--- config.mk ---
export PLATFORM = sky130hd
export DESIGN_NAME = codec_ctrl_regs
export DESIGN_NICKNAME = d
export VERILOG_FILES = /design/src/codec_ctrl_pkg.sv /design/src/validity_sel.sv /design/src/codec_ctrl_regs.sv
export VERILOG_INCLUDE_DIRS = /design/src /design/src/src
export SDC_FILE = /design/constraint.sdc
export NUM_CORES = 1
export LEC_CHECK = 0
export ABC_AREA = 0
export BUFFER_PORTS_ARGS = -buffer_cell sky130_fd_sc_hd__buf_2
export CAP_MARGIN = 20
export CORE_MARGIN = 2
export CORE_UTILIZATION = 50
export CTS_CLUSTER_DIAMETER = 150
export DETAILED_ROUTE_END_ITERATION = 7
export PLACE_DENSITY = 0.86
export SYNTH_ARGS = -nofsm -noshare
export SYNTH_HDL_FRONTEND = slang
export SYNTH_HIERARCHICAL = 1
export SYNTH_SLANG_ARGS = --single-unit
--- constraint.sdc ---
create_clock -name mclk -period 1.2 [get_ports mclk]
set_input_delay 0 -clock mclk [delete_from_list [all_inputs] [get_ports mclk]]
set_output_delay 0 -clock mclk [all_outputs]
set_load 0.01 [all_outputs]
--- src/codec_ctrl_consts.svh ---
`ifndef CODEC_CTRL_CONSTS_SVH
`define CODEC_CTRL_CONSTS_SVH
// ************************************************************
// register offsets
// ************************************************************
`define OFF_DAC3_R 7'h19
`define OFF_MASTER 7'h1C
`define OFF_ADC_CTL 7'h1D
`define OFF_TX_CTL 7'h1E
// ************************************************************
// field positions and reset values
// ************************************************************
`define BIT_UPDATE 8
`define ATTEN_RESET 8'hFF
`define ADC_RESET 9'h140
`define TX_RESET 7'h02
`define SRC_RECEIVER 2'h0
`endif

--- src/codec_ctrl_pkg.sv ---
package codec_ctrl_pkg;
    typedef struct packed {
        logic reference_impedance_sel;
        logic [2:0] adc_clock_ratio;
        logic adc_highpass_off;
        logic adc_oversample_sel;
        logic adc_global_mute;
        logic adc_right_mute;
        logic adc_left_mute;
    } adc_ctl_s;
    typedef struct packed {
        logic validity_value_sub1;
        logic validity_value_sub0;
        logic validity_override_en;
        logic through_route;
        logic channel_bits_override;
        logic [1:0] tx_source_sel;
    } tx_ctl_s;
endpackage

--- src/validity_sel.sv ---
`timescale 1ns/1ps
`include "codec_ctrl_consts.svh"
// picks the transmitted validity bit per subframe
module validity_sel (
    // control
    input wire codec_ctrl_pkg::tx_ctl_s ctl,
    // stream
    input wire logic rx_validity,
    input wire logic subframe,
    output logic validity
);
    // ************************************************************
    // selection
    // ************************************************************
    // override wins; else only receiver path passes validity
    always_comb begin
        if (ctl.validity_override_en) begin
            validity = subframe ? ctl.validity_value_sub1 : ctl.validity_value_sub0;
        end else if (ctl.tx_source_sel == `SRC_RECEIVER) begin
            validity = rx_validity;
        end else begin
            validity = 1'b0;
        end
    end
endmodule

--- src/codec_ctrl_regs.sv ---
// The strobed register port is this design's own decision.
`timescale 1ns/1ps
`include "codec_ctrl_consts.svh"
// Behaviour
// - a dac3 right write with bit 8 clear only fills the staging latch; set applies all.
// - master attenuation is 8 bits in 0.5 dB steps and resets to all ones.
// - a master write with bit 8 clear stages; set applies all channels at once.
// - adc control bits 0,1,2 mute left, right and both, cleared at reset.
// - adc control bit 3 selects oversampling ratio, reset zero.
// - adc control bit 4 disables the high-pass filter, reset zero.
// - adc control bits 7:5 select the adc clock ratio, reset 010.
// - adc control bit 8 selects reference impedance, reset one.
// - tx control bits 1:0 select the transmitter source, reset 10.
// - tx bit 2 replaces channel bits only when the source is the receiver.
// - tx bit 3 routes the input mux straight to the output pin.
// - without override, validity is zero except receiver data, which passes.
// - with override, each subframe takes validity from its own bit.
// - subframe validity values sit at bits 5 and 6, reset zero.
// - dac3 right attenuation is 8 bits, reset all ones.
module codec_ctrl_regs (
    // clock and reset
    input wire logic mclk,
    input wire logic arst_n,
    // register port
    input wire logic [6:0] addr,
    input wire logic [8:0] wdata,
    input wire logic wr,
    input wire logic rd,
    output logic [8:0] rdata,
    // applied attenuation
    output logic [7:0] dac3_right_atten_value,
    output logic [7:0] master_atten_value,
    output logic atten_update,
    // adc controls
    output codec_ctrl_pkg::adc_ctl_s adc_ctl,
    // transmitter
    input wire logic rx_validity,
    input wire logic subframe,
    input wire logic tx_stream,
    input wire logic in_mux_stream,
    output codec_ctrl_pkg::tx_ctl_s tx_ctl,
    output logic use_status_regs,
    output logic tx_validity,
    output logic spdif_out_pin
);
    typedef struct packed {
        logic [7:0] stage_dac3;
        logic [7:0] stage_master;
        logic [7:0] dac3;
        logic [7:0] master;
        logic upd;
        codec_ctrl_pkg::adc_ctl_s adc;
        codec_ctrl_pkg::tx_ctl_s tx;
        logic [8:0] rdata;
        logic use_cs;
        logic val;
        logic pin;
    } state_s;

    state_s st;
    state_s next_st;
    logic val_c;

    // ************************************************************
    // validity selection
    // ************************************************************
    validity_sel u_val (
        .ctl(st.tx),
        .rx_validity(rx_validity),
        .subframe(subframe),
        .validity(val_c)
    );

    // ************************************************************
    // next state
    // ************************************************************
    // staging latches hold pending gains until an update strobe
    always_comb begin
        next_st = st;
        next_st.upd = 1'b0;
        next_st.rdata = 9'h000;
        if (wr) begin
            unique case (addr)
                `OFF_DAC3_R: begin
                    next_st.stage_dac3 = wdata[7:0];
                end
                `OFF_MASTER: begin
                    next_st.stage_master = wdata[7:0];
                end
                `OFF_ADC_CTL: begin
                    next_st.adc = wdata;
                end
                `OFF_TX_CTL: begin
                    next_st.tx = wdata[6:0];
                end
                default: begin
                end
            endcase
            // the strobe itself is not stored, so it reads back as zero
            if ((addr == `OFF_DAC3_R || addr == `OFF_MASTER) && wdata[`BIT_UPDATE]) begin
                next_st.dac3 = (addr == `OFF_DAC3_R) ? wdata[7:0] : st.stage_dac3;
                next_st.master = (addr == `OFF_MASTER) ? wdata[7:0] : st.stage_master;
                next_st.upd = 1'b1;
            end
        end
        if (rd) begin
            unique case (addr)
                `OFF_DAC3_R: next_st.rdata = {1'b0, st.stage_dac3};
                `OFF_MASTER: next_st.rdata = {1'b0, st.stage_master};
                `OFF_ADC_CTL: next_st.rdata = st.adc;
                `OFF_TX_CTL: next_st.rdata = {2'b00, st.tx};
                default: next_st.rdata = 9'h000;
            endcase
        end
        // channel overwrite only meaningful on the receiver through path
        next_st.use_cs = st.tx.channel_bits_override
                         && (st.tx.tx_source_sel == `SRC_RECEIVER);
        next_st.val = val_c;
        // one-cycle registered mux: pin lags its source by one mclk
        next_st.pin = st.tx.through_route ? in_mux_stream : tx_stream;
    end

    // ************************************************************
    // state register
    // ************************************************************
    always_ff @(posedge mclk or negedge arst_n) begin
        if (!arst_n) begin
            st.stage_dac3 <= `ATTEN_RESET;
            st.stage_master <= `ATTEN_RESET;
            st.dac3 <= `ATTEN_RESET;
            st.master <= `ATTEN_RESET;
            st.upd <= 1'b0;
            st.adc <= `ADC_RESET;
            st.tx <= `TX_RESET;
            st.rdata <= 9'h000;
            st.use_cs <= 1'b0;
            st.val <= 1'b0;
            st.pin <= 1'b0;
        end else begin
            st <= next_st;
        end
    end

    // ************************************************************
    // outputs
    // ************************************************************
    assign rdata = st.rdata;
    assign dac3_right_atten_value = st.dac3;
    assign master_atten_value = st.master;
    assign atten_update = st.upd;
    assign adc_ctl = st.adc;
    assign tx_ctl = st.tx;
    assign use_status_regs = st.use_cs;
    assign tx_validity = st.val;
    assign spdif_out_pin = st.pin;

    // ************************************************************
    // checks
    // ************************************************************
    // ************************************************************
    // attenuation checks
    // ************************************************************
    // a staged dac3 write must leave the applied value alone
    a_stage_hold: assert property (@(posedge mclk) disable iff (!arst_n)
        (wr && addr == `OFF_DAC3_R && !wdata[`BIT_UPDATE]) |=> $stable(dac3_right_atten_value))
        else $error("staged dac3 write changed output");
    // a dac3 strobe applies its own data and pulses the update
    a_dac3_apply: assert property (@(posedge mclk) disable iff (!arst_n)
        (wr && addr == `OFF_DAC3_R && wdata[`BIT_UPDATE])
        |=> (dac3_right_atten_value == $past(wdata[7:0])) && atten_update)
        else $error("dac3 update not applied");
    // a master strobe applies its own data
    a_master_apply: assert property (@(posedge mclk) disable iff (!arst_n)
        (wr && addr == `OFF_MASTER && wdata[`BIT_UPDATE])
        |=> master_atten_value == $past(wdata[7:0]))
        else $error("master update not applied");
    // a staged master write must leave the applied gain alone
    a_master_stage: assert property (@(posedge mclk) disable iff (!arst_n)
        (wr && addr == `OFF_MASTER && !wdata[`BIT_UPDATE]) |=> $stable(master_atten_value))
        else $error("staged master write changed output");
    // a dac3 strobe also releases the pending master gain
    a_master_cross: assert property (@(posedge mclk) disable iff (!arst_n)
        (wr && addr == `OFF_DAC3_R && wdata[`BIT_UPDATE])
        |=> master_atten_value == $past(st.stage_master))
        else $error("dac3 strobe did not apply master");
    // a master strobe also releases the pending dac3 value
    a_dac3_cross: assert property (@(posedge mclk) disable iff (!arst_n)
        (wr && addr == `OFF_MASTER && wdata[`BIT_UPDATE])
        |=> dac3_right_atten_value == $past(st.stage_dac3))
        else $error("master strobe did not apply dac3");
    // any strobe write raises the update pulse
    a_upd_pulse: assert property (@(posedge mclk) disable iff (!arst_n)
        (wr && (addr == `OFF_DAC3_R || addr == `OFF_MASTER) && wdata[`BIT_UPDATE])
        |=> atten_update)
        else $error("update pulse missing");
    // no strobe, no update pulse
    a_upd_quiet: assert property (@(posedge mclk) disable iff (!arst_n)
        !(wr && (addr == `OFF_DAC3_R || addr == `OFF_MASTER) && wdata[`BIT_UPDATE])
        |=> !atten_update)
        else $error("spurious update pulse");
    // applied master gain only moves on a write
    a_master_hold: assert property (@(posedge mclk) disable iff (!arst_n)
        !wr
        |=> $stable(master_atten_value))
        else $error("master gain moved without write");
    // applied dac3 value only moves on a write
    a_dac3_hold: assert property (@(posedge mclk) disable iff (!arst_n)
        !wr
        |=> $stable(dac3_right_atten_value))
        else $error("dac3 value moved without write");
    // the dac3 latch takes the data of every dac3 write
    a_stage_dac3: assert property (@(posedge mclk) disable iff (!arst_n)
        (wr && addr == `OFF_DAC3_R)
        |=> st.stage_dac3 == $past(wdata[7:0]))
        else $error("dac3 latch not written");
    // the master latch takes the data of every master write
    a_stage_master: assert property (@(posedge mclk) disable iff (!arst_n)
        (wr && addr == `OFF_MASTER)
        |=> st.stage_master == $past(wdata[7:0]))
        else $error("master latch not written");
    // foreign writes never disturb the latches
    a_stage_foreign: assert property (@(posedge mclk) disable iff (!arst_n)
        (wr && addr != `OFF_DAC3_R && addr != `OFF_MASTER)
        |=> $stable(st.stage_dac3) && $stable(st.stage_master))
        else $error("latch hit by foreign write");

    // ************************************************************
    // register port checks
    // ************************************************************
    // dac3 read returns the latch with the strobe bit clear
    a_dac3_read: assert property (@(posedge mclk) disable iff (!arst_n)
        (rd && addr == `OFF_DAC3_R)
        |=> rdata == {1'b0, $past(st.stage_dac3)})
        else $error("dac3 read wrong");
    // the dac3 strobe bit is never kept
    a_dac3_unkept: assert property (@(posedge mclk) disable iff (!arst_n)
        (rd && addr == `OFF_DAC3_R)
        |=> !rdata[`BIT_UPDATE])
        else $error("dac3 strobe kept");
    // master read returns the latch with the strobe bit clear
    a_master_read: assert property (@(posedge mclk) disable iff (!arst_n)
        (rd && addr == `OFF_MASTER)
        |=> rdata == {1'b0, $past(st.stage_master)})
        else $error("master read wrong");
    // the master strobe bit is never kept
    a_master_unkept: assert property (@(posedge mclk) disable iff (!arst_n)
        (rd && addr == `OFF_MASTER)
        |=> !rdata[`BIT_UPDATE])
        else $error("master strobe kept");
    // adc control reads back whole
    a_adc_read: assert property (@(posedge mclk) disable iff (!arst_n)
        (rd && addr == `OFF_ADC_CTL)
        |=> rdata == $past(adc_ctl))
        else $error("adc read wrong");
    // tx control reads back with the two spare bits clear
    a_tx_read: assert property (@(posedge mclk) disable iff (!arst_n)
        (rd && addr == `OFF_TX_CTL)
        |=> rdata == {2'b00, $past(tx_ctl)})
        else $error("tx read wrong");
    // read data stand for one cycle only
    a_rdata_idle: assert property (@(posedge mclk) disable iff (!arst_n)
        !rd
        |=> rdata == 9'h000)
        else $error("read data outside read slot");
    // adc control takes the whole write word
    a_adc_write: assert property (@(posedge mclk) disable iff (!arst_n)
        (wr && addr == `OFF_ADC_CTL)
        |=> adc_ctl == $past(wdata))
        else $error("adc control not written");
    // adc control ignores writes to other offsets
    a_other_write: assert property (@(posedge mclk) disable iff (!arst_n)
        (wr && addr != `OFF_ADC_CTL)
        |=> $stable(adc_ctl))
        else $error("adc control hit by foreign write");
    // adc control holds without writes
    a_adc_idle: assert property (@(posedge mclk) disable iff (!arst_n)
        !wr
        |=> $stable(adc_ctl))
        else $error("adc control moved without write");
    // tx control takes the low seven bits of the write
    a_tx_write: assert property (@(posedge mclk) disable iff (!arst_n)
        (wr && addr == `OFF_TX_CTL)
        |=> tx_ctl == $past(wdata[6:0]))
        else $error("tx control not written");
    // tx control ignores writes to other offsets
    a_tx_foreign: assert property (@(posedge mclk) disable iff (!arst_n)
        (wr && addr != `OFF_TX_CTL)
        |=> $stable(tx_ctl))
        else $error("tx control hit by foreign write");
    // tx control holds without writes
    a_tx_idle: assert property (@(posedge mclk) disable iff (!arst_n)
        !wr
        |=> $stable(tx_ctl))
        else $error("tx control moved without write");

    // ************************************************************
    // transmitter checks
    // ************************************************************
    // without override, non-receiver sources send validity zero
    a_valid_zero: assert property (@(posedge mclk) disable iff (!arst_n)
        (!tx_ctl.validity_override_en && tx_ctl.tx_source_sel != `SRC_RECEIVER)
        |=> !tx_validity)
        else $error("validity not zero");
    // without override, the receiver source passes its validity
    a_valid_rx: assert property (@(posedge mclk) disable iff (!arst_n)
        (!tx_ctl.validity_override_en && tx_ctl.tx_source_sel == `SRC_RECEIVER)
        |=> tx_validity == $past(rx_validity))
        else $error("receiver validity not passed");
    // with override, subframe 1 takes its own bit
    a_valid_ovr: assert property (@(posedge mclk) disable iff (!arst_n)
        (tx_ctl.validity_override_en && subframe)
        |=> tx_validity == $past(tx_ctl.validity_value_sub1))
        else $error("subframe 1 validity wrong");
    // with override, subframe 0 takes its own bit
    a_valid_sub0: assert property (@(posedge mclk) disable iff (!arst_n)
        (tx_ctl.validity_override_en && !subframe)
        |=> tx_validity == $past(tx_ctl.validity_value_sub0))
        else $error("subframe 0 validity wrong");
    // through mode drives the pin from the input mux
    a_pin_route: assert property (@(posedge mclk) disable iff (!arst_n)
        tx_ctl.through_route
        |=> spdif_out_pin == $past(in_mux_stream))
        else $error("through route wrong");
    // normal mode drives the pin from the transmitter
    a_pin_tx: assert property (@(posedge mclk) disable iff (!arst_n)
        !tx_ctl.through_route
        |=> spdif_out_pin == $past(tx_stream))
        else $error("transmitter route wrong");
    // channel overwrite is ignored for non-receiver sources
    a_cs_gate: assert property (@(posedge mclk) disable iff (!arst_n)
        (tx_ctl.tx_source_sel != `SRC_RECEIVER)
        |=> !use_status_regs)
        else $error("channel overwrite outside receiver source");
    // channel overwrite takes effect on the receiver source
    a_cs_on: assert property (@(posedge mclk) disable iff (!arst_n)
        (tx_ctl.channel_bits_override && tx_ctl.tx_source_sel == `SRC_RECEIVER)
        |=> use_status_regs)
        else $error("channel overwrite not applied");
    // without the overwrite bit the recovered bits pass
    a_cs_off: assert property (@(posedge mclk) disable iff (!arst_n)
        !tx_ctl.channel_bits_override
        |=> !use_status_regs)
        else $error("channel overwrite without its bit");
endmodule

==> qor.txt <==
reg-to-reg setup timing slack: 0.05 ns
# port buffers: 68
internal power: 3370 µW
CTS tree: done
Worst R2R Path Depth: 3
die height: 85.8 µm
Core ar.: 0.00642 mm²
GRT Util Overall: 20.1%
footprint of the multi-input gates: 0.00144 mm²
Final Hold Fails: 0
Clock Latency Late Sink: 0.35 ns
leakage: 0.00182 µW
CTS buffer count: 9
synth top area cells: dfstp_2, dfrtp_1, mux2_2
antenna violations before repair: 0
Avg WL per Cell: 17.2 µm
number of synthesized flops with an enable pin: 0
fin worst setup slack: 0.0466 ns
Syn Inst Count: 260
placed cells: 369
arrival time worst endpoint: 1.43 ns
Worst Hold Launch: subframe
Startpoint Class: flip-flop
Syn Nets: 284
TritonRoute pass-1 iters: 8
Setup Viol. Count Final: 0
min Tclk post-route: 1.15 ns
power share of the clock group: 34.5%
Hold Path End: tx_validity$_DFF_PN0_
Reg clk slew, reported paths: 0.06 ns
type of element capturing the critical path: flip-flop
post-synthesis average cell area: 12.9 µm²
top-count cell post-synth: mux2_2
Routed WL: 6830 µm
slew of the pin with the lowest slew margin: 0.378 ns
die width: 85.8 µm
Yosys top cell area share: 27.5%
Final Non-Filler Cells: 398
sequential fraction of design power: 51.5%
Seq cells post-synth: 61
DP HPWL: 4900 µm
Finished Cell Area: 0.00393 mm²
Hold Crit Class: input pin to flip-flop
status: finished with violations
largest area contributor in the netlist: dfstp_2
first-pass GRT wire length: 11300 µm
share of layout cells above drive strength 1: 66.4%
Placement Setup Slack: -0.337 ns
number of global-route vias before repair: 2220
via count: 2142
unrepaired setup endpoints after global routing: false
P_sw: 1140 µW
top cells by count, synth: mux2_2, buf_4, dfstp_2
Residual DRC: 5
total gr overflow: 0
CP required: 1.47 ns
MaxCap Viol Count: 0
htree depth: 3
Longest Clk Path Bufs: 2
CTS sink count: 61
RePlAce Congestion: 0.825
Filler cells: 513
largest net degree at the start of global routing: 62
Area Growth Syn to Fin: 17.5%
Synth cell types: 30
Logic pwr share: 14.0%
Max IR drop VDD: 0.698 mV
FF-to-FF End: rdata[3]$_DFF_PN0_
Crit Path Category: flip-flop to flip-flop
Cell Pwr Density: 1150 mW/mm²
Initial DRC Count: 137
root buffer cell: clkbuf_8
f_max: 867 MHz
Final #Nets: 340
Final Slew Violations: 0
DRT antenna net count: 0
sequential area share after synthesis: 46.9%
DIE AREA: 0.00736 mm²
vias per cell: 5.38
Rows: 29
FF-to-FF Start: st[48]$_DFFE_PN1P_
ys flop type: dfstp_2
clock skew: 0.00604 ns
Final TNS setup: 0 ns
failing checks: design-rule violations
antenna cells: 0
Tcrit/Tclk final: 96.1%
Slew headroom: 74.8%
FFs w/ async S/R, synth: 100%
Starting Density: 52.1%
Switching Fraction: 25.2%
num ports: 69
DP Area: 0.00361 mm²
CP Max Fanout: 3
Syn. warnings: 6
Netlist Area Pre-Place: 0.00335 mm²
WHS Path Cells: 3
register area: 0.00157 mm²
per-layer routing:
layer	global-route usage [%]	up-vias	share of wire, %
li1	-	1007	-
met1	27.5	1066	47
met2	30.6	56	47
met3	4.62	13	4.6
met4	9.24	0	1.9
met5	0	-	0
power by group through the flow:
stage / logic [µW] / clock network, µW / registers, µW
2_1_floorplan: 426 / 0 / 2320
3_3_place_gp: 581 / 0 / 2350
3_5_place_dp: 597 / 0 / 2350
4_1_cts: 633 / 1600 / 2320
5_1_grt: 687 / 1690 / 2340
6_report: 630 / 1550 / 2320
worst max path at each step:
stage	start	endpoint	cells past startpoint
final	st[48]$_DFFE_PN1P_	rdata[3]$_DFF_PN0_	3
after global routing	st[48]$_DFFE_PN1P_	rdata[3]$_DFF_PN0_	3
after CTS	st[49]$_DFFE_PN1P_	rdata[4]$_DFF_PN0_	3
after detailed placement	addr[6]	st[54]$_DFFE_PN1P_	4
after global placement	addr[6]	st[54]$_DFFE_PN1P_	4
after floorplan	addr[6]	dac3_right_atten_value[0]$_DFFE_PN1P_	4
cells in the final DEF, fill, tap and decap left out, types with 2 or more instances in the layout:
master         instances
nand2_1                6
a211oi_2               4
buf_2                 68
dfstp_2               35
a211oi_1              10
nand3b_1              30
mux2_2                49
clkbuf_1               4
or3_4                  2
nor4_4                 2
dfrtp_1               26
mux2_4                17
buf_12                 3
clkinv_2               2
buf_4                 17
nor3b_1                2
clkbuf_8              10
dlygate4sd3_1         13
o21a_1                 7
registers in the layout, summed over array words and instances (netlist names):
signal / flops
adc_ctl: 9
tx_validity: 1
tx_ctl: 7
st: 16
use_status_regs: 1
rdata: 9
master_atten_value: 8
spdif_out_pin: 1
atten_update: 1
dac3_right_atten_value: 8
worst max-delay path: stages (launching register included):
cell and delay (ns):
dfstp_2 0.55, nand3b_1 0.07, a211oi_1 0.28, o21a_1 0.18
logic make-up after synthesis:
logic type | count (synthesis) | share of synthesized area (%)
mux | 68 | 23.9
flops | 61 | 46.9
buf+inv | 56 | 11.8
simple gates | 52 | 12.2
compound gates | 22 | 4.94
xor+xnor | 1 | 0.262
cell type report:
class,count,area share (%)
Tap cell,77,2.45
Clock buffer,14,3.88
Sequential cell,61,39.9
Clock inverter,2,0.255
Multi-Input combinational cell,143,36.7
Timing Repair Buffer,101,16.7
timing repair:
item | CTS | global route
setup endpoints to repair | 0 | 5
setup buffers | 0 | 0
hold endpoints to repair | 93 | 0
hold buffers | 13 | 0
gates resized for setup | 0 | 5
stage by stage:
stage	hold slack (ns)	total power, µW	util [%]
5_1_grt	0.0283	4710	61.2
3_3_place_gp	0.0232	2930	56.3
2_1_floorplan	-0.296	2750	-
3_5_place_dp	0.0296	2950	56.3
4_1_cts	0.0123	4550	60.8
6_report	0.0191	4500	61.2
(Power assumes the default switching activity.)
